==> src/common/dmrc_regs.vh <==
// Mode register field layout, register select codes and timing counts
`ifndef DMRC_REGS_VH
`define DMRC_REGS_VH

// ----------------------------------------------------------------------
// Mode register select on bank address low bits
// ----------------------------------------------------------------------
`define DMRC_SEL_TIMING      2'b00
`define DMRC_SEL_IOCAL       2'b01
`define DMRC_REG_W           20

// ----------------------------------------------------------------------
// Timing/latency register fields
// ----------------------------------------------------------------------
`define DMRC_CYC_LSB         0
`define DMRC_CYC_MSB         3
`define DMRC_LAT_LSB         4
`define DMRC_LAT_MSB         7
`define DMRC_DLL_EN_BIT      8
`define DMRC_MUX_BIT         9
`define DMRC_RL_BASE         5'h05
`define DMRC_RL_MAX_CODE     4'hd

// ----------------------------------------------------------------------
// I/O and calibration register fields
// ----------------------------------------------------------------------
`define DMRC_DRV_LSB         0
`define DMRC_DRV_MSB         1
`define DMRC_ODT_LSB         2
`define DMRC_ODT_MSB         4
`define DMRC_DLL_RST_BIT     5
`define DMRC_CAL_SHORT_BIT   6
`define DMRC_CAL_START_BIT   7

// ----------------------------------------------------------------------
// Reset values
// ----------------------------------------------------------------------
`define DMRC_TIMING_RST      20'h00000
`define DMRC_IOCAL_RST       20'h00000

// ----------------------------------------------------------------------
// Address widths and calibration windows (cycles)
// ----------------------------------------------------------------------
`define DMRC_ADDR_W          20
`define DMRC_MUX_ADDR_W      11
`define DMRC_CAL_LONG_CYC    16'h0200
`define DMRC_CAL_SHORT_CYC   16'h0040

`endif

==> src/dmrc_cal_engine.v <==
// Impedance calibration sequencer with its own busy window
`timescale 1ns/100ps
module dmrc_cal_engine (
  input  wire        sys_clk,
  input  wire        sys_rst,
  input  wire        start,
  input  wire        short_mode,
  output reg         busy,
  output reg         done,
  output reg         resistor_path_en
);
`include "dmrc_regs.vh"

  reg [15:0] count;

  // ----------------------------------------------------------------------
  // Window counter
  // ----------------------------------------------------------------------
  always @(posedge sys_clk or posedge sys_rst) begin
    if (sys_rst) begin
      count            <= 16'h0000;
      busy             <= 1'b0;
      done             <= 1'b0;
      resistor_path_en <= 1'b0;
    end else begin
      done <= 1'b0;
      if (!busy && start) begin
        busy             <= 1'b1;
        resistor_path_en <= 1'b1;
        count            <= short_mode ? `DMRC_CAL_SHORT_CYC
                                       : `DMRC_CAL_LONG_CYC;
      end else if (busy) begin
        if (count == 16'h0001) begin
          busy             <= 1'b0;
          done             <= 1'b1;
          // Power saving: no current through the resistor pin when idle
          resistor_path_en <= 1'b0;
        end
        count <= count - 16'h0001;
      end
    end
  end

endmodule // dmrc_cal_engine

==> src/dmrc_mode_regs.v <==
// Mode register bank: command capture, field decode and self-clearing bits
//
// Overview of operation
// Timing register bits 3:0 give the bank cycle time in clocks.
// Controller waits the bank cycle time between accesses to one bank.
// Controller programs cycle time 3 to 9, avoiding reserved pairs.
// Bits 7:4 set read latency 5..18; write latency is one more.
// Bit 8 enables the delay-locked loop; controller keeps it on.
// With loop off, controller sets cycle time equal to read latency.
// Controller should follow each loop enable with a loop reset.
// Bit 9 set: address latched in two halves on consecutive edges.
// Two-part mode uses 11 address inputs; single-cycle uses 20.
// Bank and command come with the first half; rest next edge.
// Controller drives upper bank bits and reserved bits low.
// Bits 1:0 pick 40 or 60 ohm drive; 40 ohm from reset.
// Bits 4:2 pick 40, 60, 120 ohm termination or none.
// Data termination off during read drive; mask and clock stay on.
// Bit 5 starts loop reset, then clears itself.
// Controller waits 512 stable clocks after loop reset before reads.
// Bit 6 picks long/short calibration; bit 7 starts, self-clears.
// Controller meets cycle time and keeps channel quiet in calibration.
// After calibration the resistor pin current path is switched off.
// Calibration may start during loop reset and lock.
// Shared-resistor calibration windows of devices must not overlap.
// Controller allows initial or operating long calibration window.
// Bank address bits 1:0 select the target mode register.
// Registers hold value until rewritten or reset.
// Controller waits the command delay after each register write.
`timescale 1ns/100ps
module dmrc_mode_regs (
  input  wire        sys_clk,
  input  wire        sys_rst,
  input  wire        chip_sel_n,
  input  wire        write_en_n,
  input  wire        refresh_n,
  input  wire [19:0] addr,
  input  wire [3:0]  bank_addr,
  input  wire        read_drive,
  output reg  [19:0] timing_latency_config,
  output reg  [19:0] io_calibration_config,
  output reg  [3:0]  bank_cycle_time,
  output reg  [4:0]  read_latency,
  output reg  [4:0]  write_latency,
  output reg         dll_enable,
  output reg         addr_mux_mode,
  output reg  [19:0] cmd_addr,
  output reg  [3:0]  cmd_bank,
  output reg  [1:0]  cmd_op,
  output reg         cmd_valid,
  output reg         drive_60_ohm,
  output reg  [2:0]  odt_select,
  output wire        dq_odt_on,
  output wire        dm_dk_odt_on,
  output reg         dll_reset_pulse,
  output wire        cal_busy,
  output wire        cal_resistor_path_en
);
`include "dmrc_regs.vh"

  // ----------------------------------------------------------------------
  // Command decode
  // ----------------------------------------------------------------------
  localparam [1:0] OP_READ  = 2'h0;
  localparam [1:0] OP_WRITE = 2'h1;
  localparam [1:0] OP_REF   = 2'h2;
  localparam [1:0] OP_MRS   = 2'h3;

  localparam ST_IDLE = 1'b0;
  localparam ST_HALF = 1'b1;

  reg        state;
  reg [10:0] first_address_half;
  reg [3:0]  held_bank;
  reg [1:0]  held_op;
  reg        cal_start;
  wire       cal_done;

  wire mode_register_set_cmd = !chip_sel_n && !write_en_n && !refresh_n;
  wire read_cmd  = !chip_sel_n && write_en_n && refresh_n;
  wire write_cmd = !chip_sel_n && !write_en_n && refresh_n;
  wire ref_cmd   = !chip_sel_n && write_en_n && !refresh_n;
  wire any_cmd   = !chip_sel_n;

  function [1:0] op_code;
    input rd;
    input wr;
    input rf;
    begin
      if (rd)
        op_code = OP_READ;
      else if (wr)
        op_code = OP_WRITE;
      else if (rf)
        op_code = OP_REF;
      else
        op_code = OP_MRS;
    end
  endfunction

  // Latency code saturates at the top supported setting
  function [4:0] rl_from_code;
    input [3:0] code;
    begin
      if (code > `DMRC_RL_MAX_CODE)
        rl_from_code = `DMRC_RL_BASE + {1'b0, `DMRC_RL_MAX_CODE};
      else
        rl_from_code = `DMRC_RL_BASE + {1'b0, code};
    end
  endfunction

  // ----------------------------------------------------------------------
  // Address capture, one or two edges
  // ----------------------------------------------------------------------
  // In two-part mode the full 20-bit word is assembled from an 11-bit and
  // a 9-bit half: first carries bits 10:0, second carries bits 19:11.
  reg [19:0] full_addr;
  reg [3:0]  full_bank;
  reg [1:0]  full_op;
  reg        full_valid;

  always @* begin
    full_addr  = addr;
    full_bank  = bank_addr;
    full_op    = op_code(read_cmd, write_cmd, ref_cmd);
    full_valid = 1'b0;
    if (state == ST_HALF) begin
      full_addr  = {addr[8:0], first_address_half};
      full_bank  = held_bank;
      full_op    = held_op;
      full_valid = 1'b1;
    end else if (!addr_mux_mode && any_cmd) begin
      full_valid = 1'b1;
    end
  end

  always @(posedge sys_clk or posedge sys_rst) begin
    if (sys_rst) begin
      state              <= ST_IDLE;
      first_address_half <= 11'h000;
      held_bank          <= 4'h0;
      held_op            <= 2'h0;
    end else begin
      case (state)
        ST_IDLE: begin
          if (addr_mux_mode && any_cmd) begin
            // Bank and command ride with the first half
            first_address_half <= addr[10:0];
            held_bank          <= bank_addr;
            held_op            <= op_code(read_cmd, write_cmd, ref_cmd);
            state              <= ST_HALF;
          end
        end
        ST_HALF: begin
          state <= ST_IDLE;
        end
        default: begin
          state <= ST_IDLE;
        end
      endcase
    end
  end

  always @(posedge sys_clk or posedge sys_rst) begin
    if (sys_rst) begin
      cmd_addr  <= 20'h00000;
      cmd_bank  <= 4'h0;
      cmd_op    <= 2'h0;
      cmd_valid <= 1'b0;
    end else begin
      cmd_valid <= full_valid && (full_op != OP_MRS);
      if (full_valid) begin
        cmd_addr <= full_addr;
        cmd_bank <= full_bank;
        cmd_op   <= full_op;
      end
    end
  end

  // ----------------------------------------------------------------------
  // Mode register write and self-clearing bits
  // ----------------------------------------------------------------------
  wire mrs_hit = full_valid && (full_op == OP_MRS);

  always @(posedge sys_clk or posedge sys_rst) begin
    if (sys_rst) begin
      timing_latency_config <= `DMRC_TIMING_RST;
      io_calibration_config <= `DMRC_IOCAL_RST;
      dll_reset_pulse       <= 1'b0;
      cal_start             <= 1'b0;
    end else begin
      dll_reset_pulse <= 1'b0;
      cal_start       <= 1'b0;
      if (mrs_hit && full_bank[1:0] == `DMRC_SEL_TIMING) begin
        timing_latency_config <= full_addr;
      end
      if (mrs_hit && full_bank[1:0] == `DMRC_SEL_IOCAL) begin
        io_calibration_config <= full_addr;
        dll_reset_pulse <= full_addr[`DMRC_DLL_RST_BIT];
        cal_start       <= full_addr[`DMRC_CAL_START_BIT];
      end else begin
        // Loop reset bit drops once the reset has been launched
        if (dll_reset_pulse)
          io_calibration_config[`DMRC_DLL_RST_BIT] <= 1'b0;
        // Start bit drops when the sequencer reports completion
        if (cal_done)
          io_calibration_config[`DMRC_CAL_START_BIT] <= 1'b0;
      end
      // Otherwise every field simply holds
    end
  end

  // ----------------------------------------------------------------------
  // Field decode to registered controls
  // ----------------------------------------------------------------------
  always @(posedge sys_clk or posedge sys_rst) begin
    if (sys_rst) begin
      bank_cycle_time <= 4'h0;
      read_latency    <= `DMRC_RL_BASE;
      write_latency   <= `DMRC_RL_BASE + 5'h01;
      dll_enable      <= 1'b0;
      addr_mux_mode   <= 1'b0;
      drive_60_ohm    <= 1'b0;
      odt_select      <= 3'h0;
    end else begin
      bank_cycle_time <= timing_latency_config[`DMRC_CYC_MSB:`DMRC_CYC_LSB];
      read_latency    <= rl_from_code(
        timing_latency_config[`DMRC_LAT_MSB:`DMRC_LAT_LSB]);
      write_latency   <= rl_from_code(
        timing_latency_config[`DMRC_LAT_MSB:`DMRC_LAT_LSB])
        + 5'h01;
      dll_enable      <= timing_latency_config[`DMRC_DLL_EN_BIT];
      addr_mux_mode   <= timing_latency_config[`DMRC_MUX_BIT];
      // Any nonzero drive code selects 60 ohm; reset gives 40 ohm
      drive_60_ohm    <= |io_calibration_config[`DMRC_DRV_MSB:`DMRC_DRV_LSB];
      odt_select      <= io_calibration_config[`DMRC_ODT_MSB:`DMRC_ODT_LSB];
    end
  end

  // ----------------------------------------------------------------------
  // Termination control
  // ----------------------------------------------------------------------
  // Data pins lose termination only while read data is driven out
  assign dq_odt_on    = (odt_select != 3'h0) && !read_drive;
  assign dm_dk_odt_on = (odt_select != 3'h0);

  // ----------------------------------------------------------------------
  // Calibration sequencer
  // ----------------------------------------------------------------------
  dmrc_cal_engine u_cal (
    .sys_clk          (sys_clk),
    .sys_rst          (sys_rst),
    .start            (cal_start),
    .short_mode       (io_calibration_config[`DMRC_CAL_SHORT_BIT]),
    .busy             (cal_busy),
    .done             (cal_done),
    .resistor_path_en (cal_resistor_path_en)
  );

endmodule // dmrc_mode_regs

==> config.mk <==
export PLATFORM = sky130hd
export DESIGN_NAME = dmrc_mode_regs
export DESIGN_NICKNAME = d
export VERILOG_FILES = /design/src/dmrc_cal_engine.v /design/src/dmrc_mode_regs.v
export VERILOG_INCLUDE_DIRS = /design/src /design/src/common
export SDC_FILE = /design/constraint.sdc
export NUM_CORES = 1
export LEC_CHECK = 0
export ABC_CLOCK_PERIOD_IN_PS = 5200
export BUFFER_PORTS_ARGS = -buffer_cell sky130_fd_sc_hd__buf_2
export CORE_MARGIN = 5
export CORE_UTILIZATION = 58
export CTS_CLUSTER_SIZE = 10
export DETAILED_ROUTE_END_ITERATION = 8
export PLACE_DENSITY = 0.85
export REMOVE_ABC_BUFFERS = 1
export SYNTH_ARGS = -nofsm -noshare
export SYNTH_HDL_FRONTEND = slang
export SYNTH_HIERARCHICAL = 1
export SYNTH_SLANG_ARGS = --single-unit
==> constraint.sdc <==
create_clock -name sys_clk -period 5.2 [get_ports sys_clk]
set_input_delay 0.26 -clock sys_clk [delete_from_list [all_inputs] [get_ports sys_clk]]
set_output_delay 0.26 -clock sys_clk [all_outputs]
set_load 0.05 [all_outputs]
==> flow_metrics.env, run 1 <==
export IMPL_run_status="completed"
export IMPL_timing_clock_skew_ps=10.4
export IMPL_tritoncts_num_buffers=17
export IMPL_synth_top_cells_by_area="dfrtp_1 (59%), mux2_2 (12%), nand2_1 (4.6%)"
export IMPL_crit_path_cell_trace="buf_4 -> o21bai_2 -> buf_4 -> nand2_1 -> nor3b_4 -> buf_4 -> mux2_1"
export IMPL_wire_per_inst_um=18.9
export IMPL_drt_pre_antenna_iters=5
export IMPL_timing_final_setup_violations=0
export IMPL_tritoncts_clock_tree="done"
export IMPL_fp_coreArea_mm2=0.00872
export IMPL_grt_usage_pct=24.2
export IMPL_chipHeight_um=105
export IMPL_fin_crit_share_pct=55.4
export IMPL_grt_pass1_wl_um=21100
export IMPL_die_width_um=105
export IMPL_crit_fanout=32
export IMPL_vias=3756
export IMPL_ys_top_cells_by_count="dfrtp_1 (122), nand2_1 (64), mux2_2 (56)"
export IMPL_postRouteWirelength_um=12700
export IMPL_synth_yosys_seq_area_share_pct=60.6
export IMPL_clk_pin_slew_ps=60
export IMPL_number_of_rows_in_the_core_area=34
export IMPL_grt_antenna_before_repair=0
export IMPL_nets=586
export IMPL_antenna_diode_count=0
export IMPL_final_antenna_net_count=0
export IMPL_count_of_endpoints_failing_hold_in_the_final_timing_report=0
export IMPL_insertion_delay_ps=520
export IMPL_worst_endpoint_arrival_ps=3280
export IMPL_setup_worst_path_class="reg2reg"
export IMPL_synth_most_common_cell="dfrtp_1"
export IMPL_overflow=0
export IMPL_critPathCaptureType="flop"
export IMPL_timing_critical_path_required_ps=5600
export IMPL_io_buffers=121
export IMPL_synth_avg_cell_area_um2=12.9
export IMPL_ioPinCount=122
export IMPL_cts_hold_buffers_added=16
export IMPL_ys_warnings_count=6
export IMPL_yosysTopAreaCell="dfrtp_1"
export IMPL_drc=0
export IMPL_post_cts_setup_buffers=0
export IMPL_slowest_delay_ps=660
export IMPL_synthDominantCellAreaShare_pct=58.6
export IMPL_worst_path_most_repeated_cell="buf_4"
export IMPL_period_minus_slack_ps=2880
export IMPL_synth_seq_cells=126
export IMPL_post_cts_resized_instances=0
export IMPL_die_area_mm2=0.0110
export IMPL_cap_violations=0
export IMPL_initialDrtViolationCount=183
export IMPL_max_slew_worst_pin_slew_ps=940
export IMPL_level_count_of_the_clock_h_tree=4
export IMPL_max_freq_mhz=347
export IMPL_number_of_enable_flip_flop_cells_after_synthesis=0
export IMPL_report_final_slew_viol_count=0
export IMPL_number_of_global_route_vias_before_repair=4070
export IMPL_synthesis_area_mm2=0.00521
export IMPL_startpoint_type="flop"
export IMPL_hold_path_class="in2reg"
export IMPL_synthArstFlopShare_pct=100
export IMPL_post_synthesis_cell_count=405
export IMPL_cts_root_buf="clkbuf_8"
export IMPL_clockBufferDepth=2
export IMPL_yosys_cell_types_count=48
export IMPL_grt_max_degree=79
export IMPL_timing_slew_headroom_pct=37.3
export IMPL_detailedPlacementHpwl_um=8170
export IMPL_timing_critical_path_slowest_stage_cell="dfrtp_1"
export IMPL_flow_area_growth_from_synthesis_pct=27.4
export IMPL_detail_route_vias_per_cell=5.60
export IMPL_totalNegativeSetupSlack_ps=0
export IMPL_cts_sink_count=126
export IMPL_share_of_layout_cells_above_drive_strength_1_pct=42.8
export IMPL_ys_flop_type="dfrtp_1"
export IMPL_start_util_pct=59.7
export IMPL_grt_setup_unrepaired="false"
export IMPL_placer_congestion=0.810
==> per-stage QoR <==
step	setup WS, ps	hold WS (ps)	utilization [%]	area, um^2	std cells
2_1_floorplan	1510	211	-	5120	389
6_report	2320	15.0	76.1	6640	671
3_5_place_dp	2380	283	67.7	5900	623
4_1_cts	2330	8.71	76.1	6640	671
3_3_place_gp	2450	281	67.7	5900	623
5_1_grt	2140	2.96	76.1	6640	671
==> layout by cell type (no fill, tap or decap), types with 6 or more instances in the layout <==
master / count
dfrtp_1: 122
buf_2: 121
nand2_1: 64
mux2_2: 56
clkbuf_16: 16
dlygate4sd3_1: 16
nor2_1: 14
inv_1: 12
o21ai_0: 12
mux2i_1: 11
a21oi_1: 11
mux2_4: 10
mux2_1: 6
ha_1: 6
==> final timing paths <==
path                                                      start                                   end  slack (ps)  cells past startpoint
setup / recovery                                state$_DFF_PP0_  io_calibration_config[0]$_DFFE_PP0P_        2320                      7
hold / removal                                          addr[5]     first_address_half[5]$_DFFE_PP0P_          10                      3
setup reg to reg                                state$_DFF_PP0_  io_calibration_config[0]$_DFFE_PP0P_        2320                      7
hold reg to reg            timing_latency_config[9]$_DFFE_PP0P_               addr_mux_mode$_DFF_PP0_         400                      0
max in group asynchronous                               sys_rst             read_latency[4]$_DFF_PP0_        3640                      4
min in group asynchronous                               sys_rst  timing_latency_config[2]$_DFFE_PP0P_         290                      3
==> state kept, by name, summed over array words and instances (netlist names), 2 cells and up <==
register	count
timing_latency_config	20
cmd_addr	20
read_latency	5
cmd_bank	4
cmd_op	2
held_bank	4
held_op	2
bank_cycle_time	4
odt_select	3
write_latency	5
u_cal/count	16
io_calibration_config	20
first_address_half	11
==> critical path: cells and delay by family (launching register included) <==
family                 cells  cell delay, ps
buffers and inverters      3            1140
DFF                        1             660
and+or+nand+nor            2             370
muxes                      1             370
AOI/OAI and AO/OA          1             180
==> logic make-up after synthesis <==
kind of cell / share of synthesized area, %
simple gates: 10.7
flops: 60.6
mux: 18.7
fa+ha+maj: 1.44
xor+xnor: 1.01
buf+inv: 2.67
compound gates: 4.92
==> final cells by class <==
type	count	area, um^2
Clock buffer	19	432
Fill cell	522	2080
Timing Repair Buffer	142	803
Clock inverter	13	143
Inverter	13	51.3
Tap cell	108	135
Sequential cell	126	3160
Multi-Input combinational cell	250	1920
==> per-layer routing <==
layer | vias up | part of all wire, % | global-route usage [%]
met2 | 162 | 53 | 40.8
met4 | 0 | 0.99 | 7.76
li1 | 1690 | - | -
met3 | 12 | 6.9 | 8.01
met5 | - | 0 | 0
met1 | 1892 | 39 | 29.7
Power of run 1 is left out: the tool's default activity adds up to more than one toggle a clock period on the data nets, which glitch-free logic cannot reach.
==> run 2, diff against run 1 <==
--- a/config.mk
+++ b/config.mk
@@ -6,13 +6,13 @@
 export SDC_FILE = /design/constraint.sdc
 export NUM_CORES = 1
 export LEC_CHECK = 0
-export ABC_CLOCK_PERIOD_IN_PS = 5200
+export ABC_CLOCK_PERIOD_IN_PS = 2800
 export BUFFER_PORTS_ARGS = -buffer_cell sky130_fd_sc_hd__buf_2
 export CORE_MARGIN = 5
-export CORE_UTILIZATION = 58
+export CORE_UTILIZATION = 53
 export CTS_CLUSTER_SIZE = 10
 export DETAILED_ROUTE_END_ITERATION = 8
-export PLACE_DENSITY = 0.85
+export PLACE_DENSITY = 0.79
 export REMOVE_ABC_BUFFERS = 1
 export SYNTH_ARGS = -nofsm -noshare
 export SYNTH_HDL_FRONTEND = slang
==> constraint.sdc (replaced) <==
create_clock -name sys_clk -period 2.8 [get_ports sys_clk]
set_input_delay 0.14 -clock sys_clk [delete_from_list [all_inputs] [get_ports sys_clk]]
set_output_delay 0.14 -clock sys_clk [all_outputs]
set_load 0.05 [all_outputs]
==> run 2 against run 1 <==
Cell count is 4.3% higher. Worst setup slack worse by 1800 ps. First-iteration DRC count is 45% lower. Wire length is 5.8% lower. Clock skew is 0.88 ps higher. Largest cell class unchanged.
==> flow_metrics.env, run 2 (synthesis gave the netlist of run 1 again) <==
export IMPL_run_status="completed"
export IMPL_timing_hold_worst_start="addr[11]"
export IMPL_whs_ps=20.1
export IMPL_cap_violations=0
export IMPL_r2r_end="u_cal/count[10]$_DFFE_PP0P_"
export IMPL_worst_endpoint_arrival_ps=2650
export IMPL_grt_antenna_before_repair=0
export IMPL_post_cts_setup_buffers=0
export IMPL_chipHeight_um=109
export IMPL_timing_slew_headroom_pct=51.3
export IMPL_number_of_rows_in_the_core_area=36
export IMPL_start_util_pct=53.8
export IMPL_final_antenna_net_count=0
export IMPL_tritoncts_num_buffers=17
export IMPL_hold_depth=3
export IMPL_cts_sink_count=126
export IMPL_initialDrtViolationCount=100
export IMPL_grt_usage_pct=21.8
export IMPL_number_of_cell_instances_on_the_worst_register_to_register_path=6
export IMPL_crit_path_cell_trace="inv_1 -> ha_1 -> nor3b_1 -> nand4b_1 -> o311ai_0 -> o41ai_1"
export IMPL_layout_commonest_cell="dfrtp_1"
export IMPL_die_width_um=109
export IMPL_level_count_of_the_clock_h_tree=4
export IMPL_rrSetupSlack_ps=520
export IMPL_timing_clock_skew_ps=11.3
export IMPL_wire_per_inst_um=17.0
export IMPL_drt_pre_antenna_iters=4
export IMPL_number_of_global_route_vias_before_repair=3926
export IMPL_nets=590
export IMPL_grt_pass1_wl_um=19600
export IMPL_share_of_layout_cells_above_drive_strength_1_pct=42.3
export IMPL_cts_root_buf="clkbuf_8"
export IMPL_timing_hold_worst_endpoint="io_calibration_config[11]$_DFFE_PP0P_"
export IMPL_detailedPlacementHpwl_um=7840
export IMPL_max_slew_worst_pin_slew_ps=730
export IMPL_timing_final_setup_violations=0
export IMPL_count_of_endpoints_failing_hold_in_the_final_timing_report=0
export IMPL_timing_critical_path_required_ps=3170
export IMPL_most_frequent_cells_in_the_layout="dfrtp_1 (122), buf_2 (121), nand2_1 (64), mux2_2 (56), dlygate4sd3_1 (18)"
export IMPL_die_area_mm2=0.0119
export IMPL_postRouteWirelength_um=11900
export IMPL_crit_fanout=7
export IMPL_placer_congestion=0.806
export IMPL_rr_startpoint="u_cal/count[0]$_DFFE_PP0P_"
export IMPL_tritoncts_clock_tree="done"
export IMPL_layout_filler_cells=671
export IMPL_fp_coreArea_mm2=0.00968
export IMPL_ioPinCount=122
export IMPL_setup_worst_path_class="reg2reg"
export IMPL_max_freq_mhz=438
export IMPL_io_buffers=121
export IMPL_slowest_delay_ps=480
export IMPL_report_final_slew_viol_count=0
export IMPL_worst_path_buf_inv=1
export IMPL_fin_crit_share_pct=81.6
export IMPL_antenna_diode_count=0
export IMPL_startpoint_type="flop"
export IMPL_flow_area_growth_from_synthesis_pct=28.3
export IMPL_grt_max_degree=56
export IMPL_detail_route_vias_per_cell=5.22
export IMPL_insertion_delay_ps=520
export IMPL_overflow=0
export IMPL_clockBufferDepth=2
export IMPL_grt_setup_unrepaired="false"
export IMPL_drc=0
export IMPL_hold_path_class="in2reg"
export IMPL_clk_pin_slew_ps=60
export IMPL_reg_top3="cmd_addr (20), io_calibration_config (20), timing_latency_config (20)"
export IMPL_cp_top_family="simple AND/OR/NAND/NOR gates"
export IMPL_vias=3654
export IMPL_period_minus_slack_ps=2280
export IMPL_timing_critical_path_slowest_stage_cell="nor3b_1"
export IMPL_critPathCaptureType="flop"
-- run 2: changes by cell type in the layout (fill, tap and decap cells not counted), moves of 2 or more --
cell and change:
clkinv_2 +2, clkinvlp_4 -3, clkbuf_1 +3, clkinv_4 -4, clkbuf_8 +4, dlygate4sd3_1 +2, bufinv_16 -2
-- run 2: worst max path at each step --
stage | start | to | slack, ps | cells past startpoint
after detailed placement | u_cal/count[0]$_DFFE_PP0P_ | u_cal/count[10]$_DFFE_PP0P_ | 600 | 6
after global placement | u_cal/count[0]$_DFFE_PP0P_ | u_cal/count[14]$_DFFE_PP0P_ | 720 | 6
final | u_cal/count[0]$_DFFE_PP0P_ | u_cal/count[10]$_DFFE_PP0P_ | 520 | 6
after global routing | u_cal/count[1]$_DFFE_PP0P_ | u_cal/count[10]$_DFFE_PP0P_ | 360 | 6
after CTS | u_cal/count[0]$_DFFE_PP0P_ | u_cal/count[10]$_DFFE_PP0P_ | 570 | 6
after floorplan | addr_mux_mode$_DFF_PP0_ | io_calibration_config[18]$_DFFE_PP0P_ | -890 | 4
-- run 2: tightest hold or removal path: cells and delay by family --
| kind | cells | cell delay [ps] |
|---|---|---|
| muxes | 2 | 280 |
| buffers and inverters | 1 | 80 |
-- run 2: what timing repair did --
item | in CTS | in global routing
gates resized for setup | 0 | 0
endpoints found under the hold margin | 94 | 0
hold buffers | 18 | 0
-- run 2: cell type report --
cell class	instances	area, um^2	area share (%)
flip-flops and latches	126	3160	47.3
multi-input cells	250	1920	28.8
repair buffers	146	851	12.7
clock buffers	26	498	7.45
well taps	133	166	2.49
inverters	13	51.3	0.768
clock inverters	6	35.0	0.524
-- run 2: routing by layer --
layer | up-vias | track usage, % | share of wire [%] | wire, um
met4 | 0 | 8.39 | 1.6 | 195
li1 | 1698 | - | - | -
met5 | - | 0 | 0 | 0
met2 | 115 | 35.4 | 50 | 5980
met3 | 16 | 8.29 | 7.4 | 882
met1 | 1825 | 26.5 | 41 | 4860
-- run 2: metrics by stage --
step	cells	utilization, %	setup slack, ps	cell area, um^2	TNS (ps)
6_report	700	69.0	516	6680	0
5_1_grt	700	69.0	356	6680	0
4_1_cts	700	69.0	574	6680	0
3_5_place_dp	650	61.6	597	5970	0
3_3_place_gp	650	61.6	722	5970	0
2_1_floorplan	389	-	-886	5120	-49720
Power of run 2 is left out for the same reason.
==> run 3, diff against run 2 <==
--- a/config.mk
+++ b/config.mk
@@ -6,13 +6,13 @@
 export SDC_FILE = /design/constraint.sdc
 export NUM_CORES = 1
 export LEC_CHECK = 0
-export ABC_CLOCK_PERIOD_IN_PS = 2800
+export ABC_CLOCK_PERIOD_IN_PS = 2100
 export BUFFER_PORTS_ARGS = -buffer_cell sky130_fd_sc_hd__buf_2
 export CORE_MARGIN = 5
-export CORE_UTILIZATION = 53
+export CORE_UTILIZATION = 48
 export CTS_CLUSTER_SIZE = 10
 export DETAILED_ROUTE_END_ITERATION = 8
-export PLACE_DENSITY = 0.79
+export PLACE_DENSITY = 0.75
 export REMOVE_ABC_BUFFERS = 1
 export SYNTH_ARGS = -nofsm -noshare
 export SYNTH_HDL_FRONTEND = slang
==> constraint.sdc (replaced) <==
create_clock -name sys_clk -period 2.1 [get_ports sys_clk]
set_input_delay 0.105 -clock sys_clk [delete_from_list [all_inputs] [get_ports sys_clk]]
set_output_delay 0.105 -clock sys_clk [all_outputs]
set_load 0.05 [all_outputs]
==> run 3 against run 2 <==
Register-to-register slack got worse by 370 ps. Cell count increased by 3.4%. Via count is 3.8% higher. Critical endpoint is now u_cal/count[14]$_DFFE_PP0P_. Critical path type unchanged. Sequential share of layout area is 1.2 points lower.
==> flow_metrics.env, run 3 (synthesis gave the netlist of run 1 again) <==
export IMPL_run_status="completed"
export IMPL_grt_usage_pct=20.5
export IMPL_worst_path_buf_inv=1
export IMPL_crit_fanout=7
export IMPL_grt_max_degree=52
export IMPL_clockBufferDepth=2
export IMPL_fin_crit_share_pct=93.0
export IMPL_cp_top_family="simple AND/OR/NAND/NOR gates"
export IMPL_utilization_pct=63.9
export IMPL_max_slew_worst_pin_slew_ps=723
export IMPL_tritoncts_clock_tree="done"
export IMPL_timing_slew_headroom_pct=51.7
export IMPL_number_of_rows_in_the_core_area=38
export IMPL_flow_area_growth_from_synthesis_pct=31.7
export IMPL_timing_clock_skew_ps=9.57
export IMPL_grt_pass1_wl_um=20400
export IMPL_timing_critical_path_required_ps=2540
export IMPL_layout_filler_cells=870
export IMPL_timing_final_setup_violations=0
export IMPL_io_buffers=121
export IMPL_tritoncts_num_buffers=17
export IMPL_placer_congestion=0.886
export IMPL_whs_ps=81.6
export IMPL_start_util_pct=48.5
export IMPL_hold_path_class="in2reg"
export IMPL_setup_worst_path_class="reg2reg"
export IMPL_layout_commonest_cell="dfrtp_1"
export IMPL_cts_root_buf="clkbuf_8"
export IMPL_overflow=0
export IMPL_cap_violations=0
export IMPL_max_freq_mhz=512
export IMPL_report_final_slew_viol_count=0
export IMPL_critPathCaptureType="flop"
export IMPL_drc=0
export IMPL_grt_antenna_before_repair=1
export IMPL_initialDrtViolationCount=172
export IMPL_crit_path_cell_trace="inv_1 -> ha_1 -> nor3b_1 -> nand4b_1 -> nor4_1 -> mux2i_1"
export IMPL_postRouteWirelength_um=12400
export IMPL_period_minus_slack_ps=1950
export IMPL_detail_route_vias_per_cell=5.24
export IMPL_grt_setup_unrepaired="false"
export IMPL_place_detailed_instances=665
export IMPL_clk_pin_slew_ps=50
export IMPL_cts_sink_count=126
export IMPL_share_of_layout_cells_above_drive_strength_1_pct=42.4
export IMPL_startpoint_type="flop"
export IMPL_nets=607
export IMPL_wire_per_inst_um=17.2
export IMPL_reg_top3="cmd_addr (20), io_calibration_config (20), timing_latency_config (20)"
export IMPL_slowest_delay_ps=450
export IMPL_worst_endpoint_arrival_ps=2400
export IMPL_fp_coreArea_mm2=0.0107
export IMPL_die_width_um=114
export IMPL_insertion_delay_ps=530
export IMPL_final_antenna_net_count=0
export IMPL_drt_pre_antenna_iters=6
export IMPL_ioPinCount=122
export IMPL_die_area_mm2=0.0130
export IMPL_most_frequent_cells_in_the_layout="dfrtp_1 (122), buf_2 (121), nand2_1 (64), mux2_2 (56), dlygate4sd3_1 (27)"
export IMPL_detailedPlacementHpwl_um=8340
export IMPL_timing_critical_path_slowest_stage_cell="dfrtp_1"
export IMPL_level_count_of_the_clock_h_tree=4
export IMPL_vias=3792
export IMPL_number_of_global_route_vias_before_repair=4098
export IMPL_totalNegativeSetupSlack_ps=0
export IMPL_count_of_endpoints_failing_hold_in_the_final_timing_report=0
export IMPL_layoutNonFillerInstCount=724
export IMPL_chipHeight_um=114
## run 3: tightest hold or removal path, delay by kind of cell
kind	cells	cell delay, ps
compound gates	1	210
buf+inv	1	110
simple gates	2	130
## run 3: metrics by stage
step	instance area [um^2]	worst slack [ps]
after floorplan	5120	-1590
after detailed placement	6060	130
final	6860	147
after CTS	6860	118
after global placement	6060	225
after global routing	6860	1.46
## run 3: what timing repair did
item                                   4_1_cts  5_1_grt
endpoints found under the hold margin      119        0
setup endpoints to repair                    0        1
gates resized for setup                      0        1
hold buffers                                27        0
setup buffers                                0        0
## run 3: layer usage
| layer | part of all wire, % | routed length, um | GRT usage [%] | up-vias |
|---|---|---|---|---|
| li1 | - | - | - | 1736 |
| met1 | 40 | 5000 | 23.7 | 1909 |
| met2 | 51 | 6340 | 34.0 | 122 |
| met3 | 6.8 | 843 | 8.03 | 25 |
| met4 | 2.0 | 252 | 8.39 | 0 |
| met5 | 0 | 0 | 0 | - |
## run 3: layout make-up
cell class,instances,area [um^2],share of cell area (%)
Timing Repair Buffer,163,1030,15.0
Clock inverter,7,62.6,0.912
Tap cell,140,175,2.55
Inverter,13,51.3,0.748
Antenna cell,1,2.50,0.0365
Clock buffer,24,470,6.86
Sequential cell,126,3160,46.0
Multi-Input combinational cell,250,1920,27.9
## run 3: final timing paths
kind                                                           start                                    to  slack (ps)  cells past startpoint
worst min-delay path                                      chip_sel_n                   cmd_valid$_DFF_PP0_          80                      4
min in group asynchronous                                    sys_rst  timing_latency_config[2]$_DFFE_PP0P_         170                      3
worst min register to register  timing_latency_config[9]$_DFFE_PP0P_               addr_mux_mode$_DFF_PP0_         390                      0
max in group asynchronous                                    sys_rst  timing_latency_config[7]$_DFFE_PP0P_        1250                      4
worst max-delay path                      u_cal/count[0]$_DFFE_PP0P_           u_cal/count[14]$_DFFE_PP0P_         150                      6
worst max register to register            u_cal/count[0]$_DFFE_PP0P_           u_cal/count[14]$_DFFE_PP0P_         150                      6
Power of run 3 is left out for the same reason.
